==> src/design/crsc_pkg.sv <==
// Constants for the converter run/stop control block
package crsc_pkg;
  localparam int unsigned CLK_HZ        = 100_000_000;
  localparam int unsigned STOP_FILT_MS  = 16;
  localparam int unsigned STOP_RESP_MS  = 2;
  localparam int unsigned RUN_FILT_MS   = 60;
  localparam int unsigned RUN_RESP_MS   = 10;
  localparam int unsigned CLR_FILT_MS   = 60;
  localparam int unsigned CLR_RESP_MS   = 10;
  localparam int unsigned CYC_PER_MS    = CLK_HZ / 1000;
  localparam int unsigned STOP_FILT_CYC = STOP_FILT_MS * CYC_PER_MS;
  localparam int unsigned STOP_RESP_CYC = STOP_RESP_MS * CYC_PER_MS;
  localparam int unsigned RUN_FILT_CYC  = RUN_FILT_MS * CYC_PER_MS;
  localparam int unsigned RUN_RESP_CYC  = RUN_RESP_MS * CYC_PER_MS;
  localparam int unsigned CLR_FILT_CYC  = CLR_FILT_MS * CYC_PER_MS;
  localparam int unsigned CLR_RESP_CYC  = CLR_RESP_MS * CYC_PER_MS;
  localparam int unsigned CNT_W         = 24;
  localparam logic        PIN_IDLE      = 1'b1;
endpackage

==> src/design/crsc_filter.sv <==
// Stable-level input filter with edge pulses
`timescale 1ns/1ps
module crsc_filter #(
  parameter int unsigned FILT_CYC = 16,
  parameter int unsigned CNT_W    = 24
) (
  // Clock and reset
  input  wire logic i_clk,
  input  wire logic i_rst_n,
  // Synchronised input
  input  wire logic i_level,
  // Filtered level and edges
  output logic      o_level,
  output logic      o_fall,
  output logic      o_rise
);
  typedef struct packed {
    logic             lvl;
    logic             fall;
    logic             rise;
    logic [CNT_W-1:0] cnt;
  } crsc_filt_s;

  crsc_filt_s st_reg;
  crsc_filt_s st_next;

  initial begin
    if (FILT_CYC < 1 || FILT_CYC >= (64'd1 << CNT_W)) begin
      $error("crsc_filter: FILT_CYC out of range");
    end
  end

  always_comb begin
    st_next      = st_reg;
    st_next.fall = 1'b0;
    st_next.rise = 1'b0;
    if (i_level == st_reg.lvl) begin
      st_next.cnt = '0;
    end else if (st_reg.cnt == CNT_W'(FILT_CYC - 1)) begin
      st_next.cnt  = '0;
      st_next.lvl  = i_level;
      st_next.fall = ~i_level;
      st_next.rise = i_level;
    end else begin
      st_next.cnt = st_reg.cnt + CNT_W'(1);
    end
  end

  always_ff @(posedge i_clk or negedge i_rst_n) begin
    if (!i_rst_n) begin
      st_reg <= '{lvl: 1'b1, fall: 1'b0, rise: 1'b0, cnt: '0};
    end else begin
      st_reg <= st_next;
    end
  end

  assign o_level = st_reg.lvl;
  assign o_fall  = st_reg.fall;
  assign o_rise  = st_reg.rise;

  AST_FILT_STABLE: assert property (@(posedge i_clk) disable iff (!i_rst_n)
    (o_fall || o_rise) |-> $past(i_level, 1) == o_level)
    else $error("Filter took an edge without a stable level");
endmodule

==> src/design/crsc_top.sv <==
// Converter run/stop control top
`timescale 1ns/1ps
module crsc_top #(
  parameter int unsigned STOP_FILT_CYC = crsc_pkg::STOP_FILT_CYC,
  parameter int unsigned STOP_RESP_CYC = crsc_pkg::STOP_RESP_CYC,
  parameter int unsigned RUN_FILT_CYC  = crsc_pkg::RUN_FILT_CYC,
  parameter int unsigned RUN_RESP_CYC  = crsc_pkg::RUN_RESP_CYC,
  parameter int unsigned CLR_FILT_CYC  = crsc_pkg::CLR_FILT_CYC,
  parameter int unsigned CLR_RESP_CYC  = crsc_pkg::CLR_RESP_CYC
) (
  // Clock and reset
  input  wire logic I_REF_CLK,
  input  wire logic I_NRST,
  // Contact inputs, low when shorted to signal ground
  input  wire logic I_STOP_N,
  input  wire logic I_RUN_N,
  input  wire logic I_ALARM_CLEAR_INPUT_N,
  // Converter control
  output logic      O_CONV_RUN,
  output logic      O_BATTERY_SELF_CV_MODE,
  output logic      O_STOP_LATCHED,
  // Open-drain alarm indication, enable high while pulling low
  output logic      O_ALARM_INDICATION_O,
  output logic      O_ALARM_INDICATION_OE
);
  localparam int unsigned W = crsc_pkg::CNT_W;

  typedef enum logic [1:0] {IDLE, RUN_WAIT, STOP_WAIT} crsc_act_e;

  typedef struct packed {
    logic [2:0]   pin_s1;
    logic [2:0]   pin_s2;
    logic         run;
    logic         latched;
    logic         alarm;
    logic         stop_pend;
    logic [W-1:0] stop_cnt;
    crsc_act_e    act;
    logic [W-1:0] run_cnt;
    logic         clr_pend;
    logic [W-1:0] clr_cnt;
  } crsc_top_s;

  crsc_top_s st_reg;
  crsc_top_s st_next;
  // Kept out of the struct: it is reset by the pin, not by its own output
  logic [1:0] rst_sync_reg;
  logic      rst_n;
  logic      stop_fall;
  logic      run_lvl;
  logic      run_fall;
  logic      run_rise;
  logic      clr_rise;

  initial begin
    if (STOP_RESP_CYC < 1 || RUN_RESP_CYC < 1 || CLR_RESP_CYC < 1) begin
      $error("crsc_top: response counts must be at least one");
    end
    if (STOP_RESP_CYC >= (64'd1 << W) || RUN_RESP_CYC >= (64'd1 << W)
        || CLR_RESP_CYC >= (64'd1 << W)) begin
      $error("crsc_top: response counts too wide for the counters");
    end
  end

  // Reset release through two flops
  always_ff @(posedge I_REF_CLK or negedge I_NRST) begin
    if (!I_NRST) begin
      rst_sync_reg <= 2'h0;
    end else begin
      rst_sync_reg <= {rst_sync_reg[0], 1'b1};
    end
  end
  assign rst_n = rst_sync_reg[1];

  crsc_filter #(.FILT_CYC(STOP_FILT_CYC), .CNT_W(W)) u_stop_filt (
    .i_clk   (I_REF_CLK),
    .i_rst_n (rst_n),
    .i_level (st_reg.pin_s2[0]),
    .o_level (),
    .o_fall  (stop_fall),
    .o_rise  ()
  );

  crsc_filter #(.FILT_CYC(RUN_FILT_CYC), .CNT_W(W)) u_run_filt (
    .i_clk   (I_REF_CLK),
    .i_rst_n (rst_n),
    .i_level (st_reg.pin_s2[1]),
    .o_level (run_lvl),
    .o_fall  (run_fall),
    .o_rise  (run_rise)
  );

  crsc_filter #(.FILT_CYC(CLR_FILT_CYC), .CNT_W(W)) u_clr_filt (
    .i_clk   (I_REF_CLK),
    .i_rst_n (rst_n),
    .i_level (st_reg.pin_s2[2]),
    .o_level (),
    .o_fall  (),
    .o_rise  (clr_rise)
  );

  always_comb begin
    st_next          = st_reg;
    st_next.pin_s1   = {I_ALARM_CLEAR_INPUT_N, I_RUN_N, I_STOP_N};
    st_next.pin_s2   = st_reg.pin_s1;
    // Forced stop: filtered edge, then response delay
    if (stop_fall) begin
      st_next.stop_pend = 1'b1;
      st_next.stop_cnt  = '0;
    end else if (st_reg.stop_pend) begin
      if (st_reg.stop_cnt == W'(STOP_RESP_CYC - 1)) begin
        st_next.stop_pend = 1'b0;
        st_next.latched   = 1'b1;
        st_next.alarm     = 1'b1;
        st_next.run       = 1'b0;
        st_next.act       = IDLE;
      end else begin
        st_next.stop_cnt = st_reg.stop_cnt + W'(1);
      end
    end
    // Alarm clear on release edge, after response delay
    if (clr_rise) begin
      st_next.clr_pend = 1'b1;
      st_next.clr_cnt  = '0;
    end else if (st_reg.clr_pend) begin
      if (st_reg.clr_cnt == W'(CLR_RESP_CYC - 1)) begin
        st_next.clr_pend = 1'b0;
        // A stop landing now wins over the clear
        if (!(st_reg.stop_pend && st_reg.stop_cnt == W'(STOP_RESP_CYC - 1))) begin
          st_next.latched = 1'b0;
          st_next.alarm   = 1'b0;
          // Resume only if run contact still closed
          st_next.run     = ~run_lvl;
          st_next.act     = IDLE;
        end
      end else begin
        st_next.clr_cnt = st_reg.clr_cnt + W'(1);
      end
    end
    // Run contact handling, ignored while latched
    if (!st_reg.latched && !st_next.latched) begin
      case (st_reg.act)
        IDLE: begin
          if (run_fall) begin
            st_next.act     = RUN_WAIT;
            st_next.run_cnt = '0;
          end else if (run_rise) begin
            st_next.act     = STOP_WAIT;
            st_next.run_cnt = '0;
          end
        end
        RUN_WAIT, STOP_WAIT: begin
          if (run_fall || run_rise) begin
            st_next.act     = run_fall ? RUN_WAIT : STOP_WAIT;
            st_next.run_cnt = '0;
          end else if (st_reg.run_cnt == W'(RUN_RESP_CYC - 1)) begin
            st_next.run = (st_reg.act == RUN_WAIT);
            st_next.act = IDLE;
          end else begin
            st_next.run_cnt = st_reg.run_cnt + W'(1);
          end
        end
        default: begin
          st_next.act = IDLE;
        end
      endcase
    end
  end

  always_ff @(posedge I_REF_CLK or negedge rst_n) begin
    if (!rst_n) begin
      st_reg.pin_s1    <= 3'h7;
      st_reg.pin_s2    <= 3'h7;
      st_reg.run       <= 1'b0;
      st_reg.latched   <= 1'b0;
      st_reg.alarm     <= 1'b0;
      st_reg.stop_pend <= 1'b0;
      st_reg.stop_cnt  <= '0;
      st_reg.act       <= IDLE;
      st_reg.run_cnt   <= '0;
      st_reg.clr_pend  <= 1'b0;
      st_reg.clr_cnt   <= '0;
    end else begin
      st_reg.pin_s1    <= st_next.pin_s1;
      st_reg.pin_s2    <= st_next.pin_s2;
      st_reg.run       <= st_next.run;
      st_reg.latched   <= st_next.latched;
      st_reg.alarm     <= st_next.alarm;
      st_reg.stop_pend <= st_next.stop_pend;
      st_reg.stop_cnt  <= st_next.stop_cnt;
      st_reg.act       <= st_next.act;
      st_reg.run_cnt   <= st_next.run_cnt;
      st_reg.clr_pend  <= st_next.clr_pend;
      st_reg.clr_cnt   <= st_next.clr_cnt;
    end
  end

  assign O_CONV_RUN             = st_reg.run;
  assign O_BATTERY_SELF_CV_MODE = st_reg.run;
  assign O_STOP_LATCHED         = st_reg.latched;
  // Conducting normally, released open on alarm
  assign O_ALARM_INDICATION_O   = 1'b0;
  assign O_ALARM_INDICATION_OE  = ~st_reg.alarm;

  AST_STOP_LATCH: assert property (@(posedge I_REF_CLK) disable iff (!rst_n)
    (st_reg.stop_pend && st_reg.stop_cnt == W'(STOP_RESP_CYC - 1)) |=> O_STOP_LATCHED)
    else $error("Forced stop did not latch");
  AST_STOP_NORUN: assert property (@(posedge I_REF_CLK) disable iff (!rst_n)
    O_STOP_LATCHED |-> !O_CONV_RUN)
    else $error("Converter running while stop latched");
  AST_HOLD: assert property (@(posedge I_REF_CLK) disable iff (!rst_n)
    ($fell(O_STOP_LATCHED)) |-> $past(st_reg.clr_pend))
    else $error("Latch released without alarm clear");
  AST_ALARM_SET: assert property (@(posedge I_REF_CLK) disable iff (!rst_n)
    $rose(O_STOP_LATCHED) |-> !O_ALARM_INDICATION_OE)
    else $error("Alarm not raised with forced stop");
  AST_RUN_ON: assert property (@(posedge I_REF_CLK) disable iff (!rst_n)
    $rose(O_CONV_RUN) |-> (!$past(run_lvl) && !O_STOP_LATCHED))
    else $error("Run started without closed contact");
  AST_RUN_OFF: assert property (@(posedge I_REF_CLK) disable iff (!rst_n)
    (st_reg.act == STOP_WAIT && !run_fall && !run_rise && !st_reg.latched
     && !st_reg.stop_pend && !st_reg.clr_pend
     && st_reg.run_cnt == W'(RUN_RESP_CYC - 1)) |=> !O_CONV_RUN)
    else $error("Run release did not stop converter");
  AST_MODE: assert property (@(posedge I_REF_CLK) disable iff (!rst_n)
    O_CONV_RUN |-> O_BATTERY_SELF_CV_MODE)
    else $error("Running outside battery self CV mode");
  AST_ALARM_PIN: assert property (@(posedge I_REF_CLK) disable iff (!rst_n)
    O_STOP_LATCHED |-> !O_ALARM_INDICATION_OE)
    else $error("Alarm pin conducting during latched stop");
  AST_RUN_COUNT: assert property (@(posedge I_REF_CLK) disable iff (!rst_n)
    (st_reg.act != IDLE) |-> st_reg.run_cnt < W'(RUN_RESP_CYC))
    else $error("Run response counter overran");
endmodule

==> config.mk <==
export PLATFORM = sky130hd
export DESIGN_NAME = crsc_top
export DESIGN_NICKNAME = d
export VERILOG_FILES = /design/src/design/crsc_pkg.sv /design/src/design/crsc_filter.sv /design/src/design/crsc_top.sv
export SDC_FILE = /design/constraint.sdc
export NUM_CORES = 1
export LEC_CHECK = 0
export BUFFER_PORTS_ARGS = -buffer_cell sky130_fd_sc_hd__buf_2
export CAP_MARGIN = 20
export CORE_ASPECT_RATIO = 0.8
export CORE_MARGIN = 3
export CORE_UTILIZATION = 54
export CTS_CLUSTER_DIAMETER = 60
export DETAILED_ROUTE_END_ITERATION = 7
export PLACE_DENSITY = 0.67
export SLEW_MARGIN = 20
export SYNTH_ARGS = -nofsm -noshare
export SYNTH_HDL_FRONTEND = slang
export SYNTH_SLANG_ARGS = --single-unit
==> constraint.sdc <==
create_clock -name I_REF_CLK -period 5.5 [get_ports I_REF_CLK]
set_clock_uncertainty 0.05 [all_clocks]
set_input_delay 0.275 -clock I_REF_CLK [delete_from_list [all_inputs] [get_ports I_REF_CLK]]
set_output_delay 0.275 -clock I_REF_CLK [all_outputs]
set_load 0.03 [all_outputs]
Word-level counts from Yosys, hierarchy flattened
Index checks and enable logic that the tools add are counted.
{ "classes": {"eq_ne": 15, "reduce_logical": 16, "muxes": 45, "n_bitwise": 7, "n_addsub": 6} }
{ "ops": {"columns": ["cell", "count"], "rows": [
  ["$mux 24", 9],
  ["$add 24x1->24 const B", 6],
  ["$mux 26", 4],
  ["$mux 25", 3],
  ["$mux 30", 2],
  ["$eq 24x20->1 const B", 2],
  ["$eq 24x23->1 const B", 2],
  ["$pmux 24 s2", 1],
  ["$eq 24x18->1 const B", 1],
  ["$eq 24x21->1 const B", 1],
  ["$mux 2", 12],
  ["$mux 3", 5],
  ["$reduce_and 2->1", 5],
  ["$mux 1", 7],
  ["$not 1->1", 7],
  ["$reduce_bool 2->1", 3],
  ["$mux 4", 1],
  ["$ne 2x1->1 const B", 2],
  ["$pmux 2 s2", 1],
  ["$reduce_and 4->1", 1],
  ["$eq 1x1->1", 3],
  ["$ne 3x1->1 const B", 1],
  ["$ne 3x3->1 const B", 1],
  ["$eq 2x1->1 const B", 1],
  ["other kinds (6)", 8]
]} }
{ "word_totals": {"input_bits": 5, "register_bits": 166, "wordCells": 111} }

Depth between registers and ports, before layout
{ "depth": {"word_depth": 13, "ltp_mapped": 7, "mapped_depth_nobuf": 6} }

Hierarchy
Synthesis repeated with hierarchy kept, for this count alone.
{ "unflattened": {"cells_unflattened": 916, "area_unflattened_um2": 8933.6} }
{ "by_module_without_submodules": {"columns": ["mod", "instances", "area_each_um2", "cells_each"], "rows": [
  ["crsc_top", 1, 4839.6, 505],
  ["crsc_filter (u_clr_filt ...)", 2, 1371.3, 139],
  ["crsc_filter (u_stop_filt)", 1, 1351.3, 133]
]} }

Least setup slack after synthesis
No wires, ideal clock.
{ "synth_timing": {"path_type": "register to register", "from": "register st_reg[49] (netlist name)", "to": "register st_reg (netlist bit O_BATTERY_SELF_CV_MODE)", "arrival_ps": 1913, "path_buffers": 0, "slack_ps": 3412, "setup_time_ps": 125, "period_less_slack_ps": 2088, "stages_incl_launch_ff": 7, "path_cell_list": "dfrtp_1 inv_1 ha_1 nand2_1 a311oi_4 nor2b_1 mux2_2"} }
{ "synth_lines": {"columns": ["item", "line_no", "source"], "rows": [
  ["start, declared", "crsc_top.sv:44", "crsc_top_s st_reg;"]
]} }

Final worst setup path
{ "layout_timing": {"from": "register st_reg[49] (netlist name)", "to": "register st_reg[28] (netlist name)"} }
{ "layout_between": {"elab_chain_cells": 4, "elab_cells_between_ends": 9, "cone_classes": "4 x eq/ne; 1 x mux; 4 x reduce/logical"} }
{ "layout_lines": {"columns": ["item", "line_no", "source"], "rows": [
  ["$eq 2x1->1 or $eq 2x2->1 (tied branches)", "crsc_top.sv:142", "case (st_reg.act)"],
  ["$reduce_or 2->1", "crsc_top.sv:142", null],
  ["$ne 3x3->1 (no line) or $reduce_bool 2->1 (tied branches)", null, null],
  ["$reduce_and 4->1 (no line)", null, null]
]} }
Several ways; a longest one is shown, not always the timed one.
A chain may end at the register's enable or synchronous reset.

==> flow_summary.toml <==
[logic_synthesis]
synth_top_area_share_pct = 46.8
syn_area_sq_mm = 0.00840
ys.warnings.count = 0
yosys-top-cells-area = "dfrtp_1, xor2_1, nor2_1, xnor2_1, nand3_1"
synth_cell_types = 54
ys_ff_latch = 166
netlist_top_cells_count = "dfrtp_1, nor2_1, xor2_1"
ys.flop_type = "dfrtp_1"
async_reset_ff_share_pct = 100
postSynthNetCount = 881
syn_avg_cell_area_sq_um = 9.68
synthCells = 867
synth.most_common_cell = "dfrtp_1"
synth_area_leader_cell = "dfrtp_1"
synth_seq_area_share_pct = 49.6
synth_edf_count = 0

[grt]
track_usage_pct = 20.8
grt-ovfl-total = 0
grt_max_degree = 81
grtUsageMet1_pct = 30.5
grt_util_met3_pct = 4.43
antenna_found_initial = 0
met2_usage_pct = 31.0
busiest_layer = "met2"
grt_pass1_vias = 6289
grt_pass1_wl_mm = 30.0

[placement]
place_congestion = 0.817
io_buffers = 8
dp.cells = 1055
place_area_sq_mm = 0.00857
dp_hpwl_mm = 11.1

[drt]
routed_via_density = 5.88
num_vias = 6423
wl_mm = 16.8
drc_errors = 0
first_pass_iters = 5
drt_first_iter_violations = 437
wire_per_inst_um = 15.4
ant_nets = 0

[clock_network]
post_cts_buffers = 0
cts.sinks = 166
tritoncts = "yes"
cts_max_path_buffers = 2
root_buffer = "clkbuf_16"
cts.htree.levels = 4
cts_made_buffers = 17
clock_latency_ps = 430
clkTransAtPathRegs_ps = 60

[floorplanning]
fp.dieW_um = 145
floorplan.rows = 40
io_pins = 10
core_sq_mm = 0.0151
die-area_sq_mm = 0.0171
die_h_um = 118
initial_core_util_pct = 55.5

[final_layout]
largest_reg_flops = 80
area_growth_pct = 10.1
nets = 883
fin_area_sq_mm = 0.00925
final_layout_size_suffix_gt1_share_pct = 8.28
antennaDiodeCount = 0
fin_cells = 1092
utilization_pct = 61.2

[setup_path]
worstSetupStartpoint = "st_reg[49]"
worstPathRequired_ps = 5780
reg2reg_depth = 6
r2r_end = "st_reg[28]"
crit_arrival_ps = 3260
cp-endpoint = "st_reg[28]"
endpoint_kind = "flop"
critPathMaxFanout = 19
worstSetupPathType = "reg -> reg"
rr_startpoint = "st_reg[49]"
startpoint_type = "flop"
r2r_setup_slack_ps = 2520

[timing]
maxSlewViolCount = 0
setup_viol = 0
tns_ps = 0
hold_viol_final = 0
tightest_slew_ps = 1040
slew_headroom_pct = 30.1
rsz0062_at_grt = "false"
timing.fmax_mhz = 335
min_period_over_period_pct = 54.2
min_period_ps = 2980

[power_and_ir_drop]
seqPwrFrac_pct = 49.8
irDropWorstVdd_mv = 0.204
switching_share_pct = 22.6
leakagePower_nw = 3.91
internal-power_mw = 1.94
power_frac_clock_pct = 48.5
p_sw_uw = 565
p_comb_share_pct = 1.8
pwr_density_cell_mw_per_mm2 = 271

[run_status]
status = "complete, no violations"

[job]
maxCapViolCount = 0

[min_path]
hp-class = "in -> async"
[kinds of logic (layout without fill, tap and decap cells)]
logic type                 after synthesis  in the layout  share of synthesized area [%]
and+or+nand+nor                        410            410                           25.4
DFF                                    166            166                           49.6
AOI/OAI and AO/OA                      119            119                           9.37
xor gates and xnor gates               102            102                           10.6
buffers and inverters                   52             67                           2.68
adders and majority gates                9              9                           1.34
muxes                                    7              7                          0.894
other                                    2              2                         0.0895
[critical path, cell delays in order, from the launching register on]
cell      delay (ps)
dfrtp_1          430
inv_1             70
ha_1             360
nand2_1          490
a311oi_4         650
nand3b_1         460
o31ai_1          380
[cell type report]
cell class	instances	area, sq um
well taps	210	263
multi-input cells	649	4010
clock buffers	18	439
inverters	18	67.6
repair buffers	17	130
clock inverters	14	165
flip-flops and latches	166	4170
fillers	1283	5870
[repair_timing]
action | CTS | global route
gates resized for setup | 0 | 0
hold buffers | 4 | 0
hold endpoints to repair | 5 | 0
endpoints found under the setup margin | 0 | 0
[power groups by stage]
stage / clock (mW) / sequential [mW] / combinational (mW)
after global placement: 0 / 1.27 / 0.0357
after floorplan: 0 / 1.28 / 0.0192
after global routing: 1.30 / 1.25 / 0.0514
final: 1.21 / 1.25 / 0.0442
after detailed placement: 0 / 1.27 / 0.0369
after CTS: 1.24 / 1.25 / 0.0391
[metal layers]
layer,vias up,routed length [um]
li1,3101,-
met2,78,7560
met1,3228,8500
met5,-,0
met3,16,484
met4,0,228
[cells in the final DEF, fill, tap and decap left out, types with 9 or more instances in the layout]
| master | Yosys | final |
|---|---|---|
| nor4_1 | 21 | 20 |
| and3_1 | 25 | 25 |
| a31oi_1 | 11 | 11 |
| inv_1 | 18 | 18 |
| xnor2_1 | 43 | 43 |
| dfrtp_1 | 157 | 156 |
| a21oi_1 | 22 | 22 |
| dfstp_2 | 9 | 9 |
| or3_1 | 15 | 15 |
| nand4_1 | 38 | 38 |
| o21ai_0 | 35 | 35 |
| nand3_1 | 52 | 52 |
| nor3_1 | 17 | 17 |
| xor2_1 | 59 | 59 |
| clkbuf_16 | 0 | 17 |
| and4_1 | 14 | 14 |
| o31ai_1 | 19 | 19 |
| nor2_1 | 137 | 137 |
| ha_1 | 9 | 9 |
| nand2_1 | 47 | 47 |
| o2111ai_1 | 9 | 9 |
[per-stage QoR]
stage	hold slack, ps	worst slack, ps	power [mW]
global placement	9.69	2810	1.31
finish	105	2520	2.50
CTS	83.3	2540	2.53
detailed placement	11.4	2550	1.31
global route	86.5	2340	2.60
floorplan	-70.6	498	1.30
[worst min path at each step]
| stage | slack (ps) | cells past startpoint | to |
|---|---|---|---|
| 6_report | 100 | 2 | rst_sync_reg[1] |
| 5_1_grt | 90 | 2 | rst_sync_reg[1] |
| 4_1_cts | 80 | 2 | rst_sync_reg[1] |
| 3_5_place_dp | 10 | 1 | rst_sync_reg[0] |
| 3_3_place_gp | 10 | 1 | rst_sync_reg[0] |
| 2_1_floorplan | -70 | 0 | rst_sync_reg[0] |
Power figures use the tool's default switching activity.
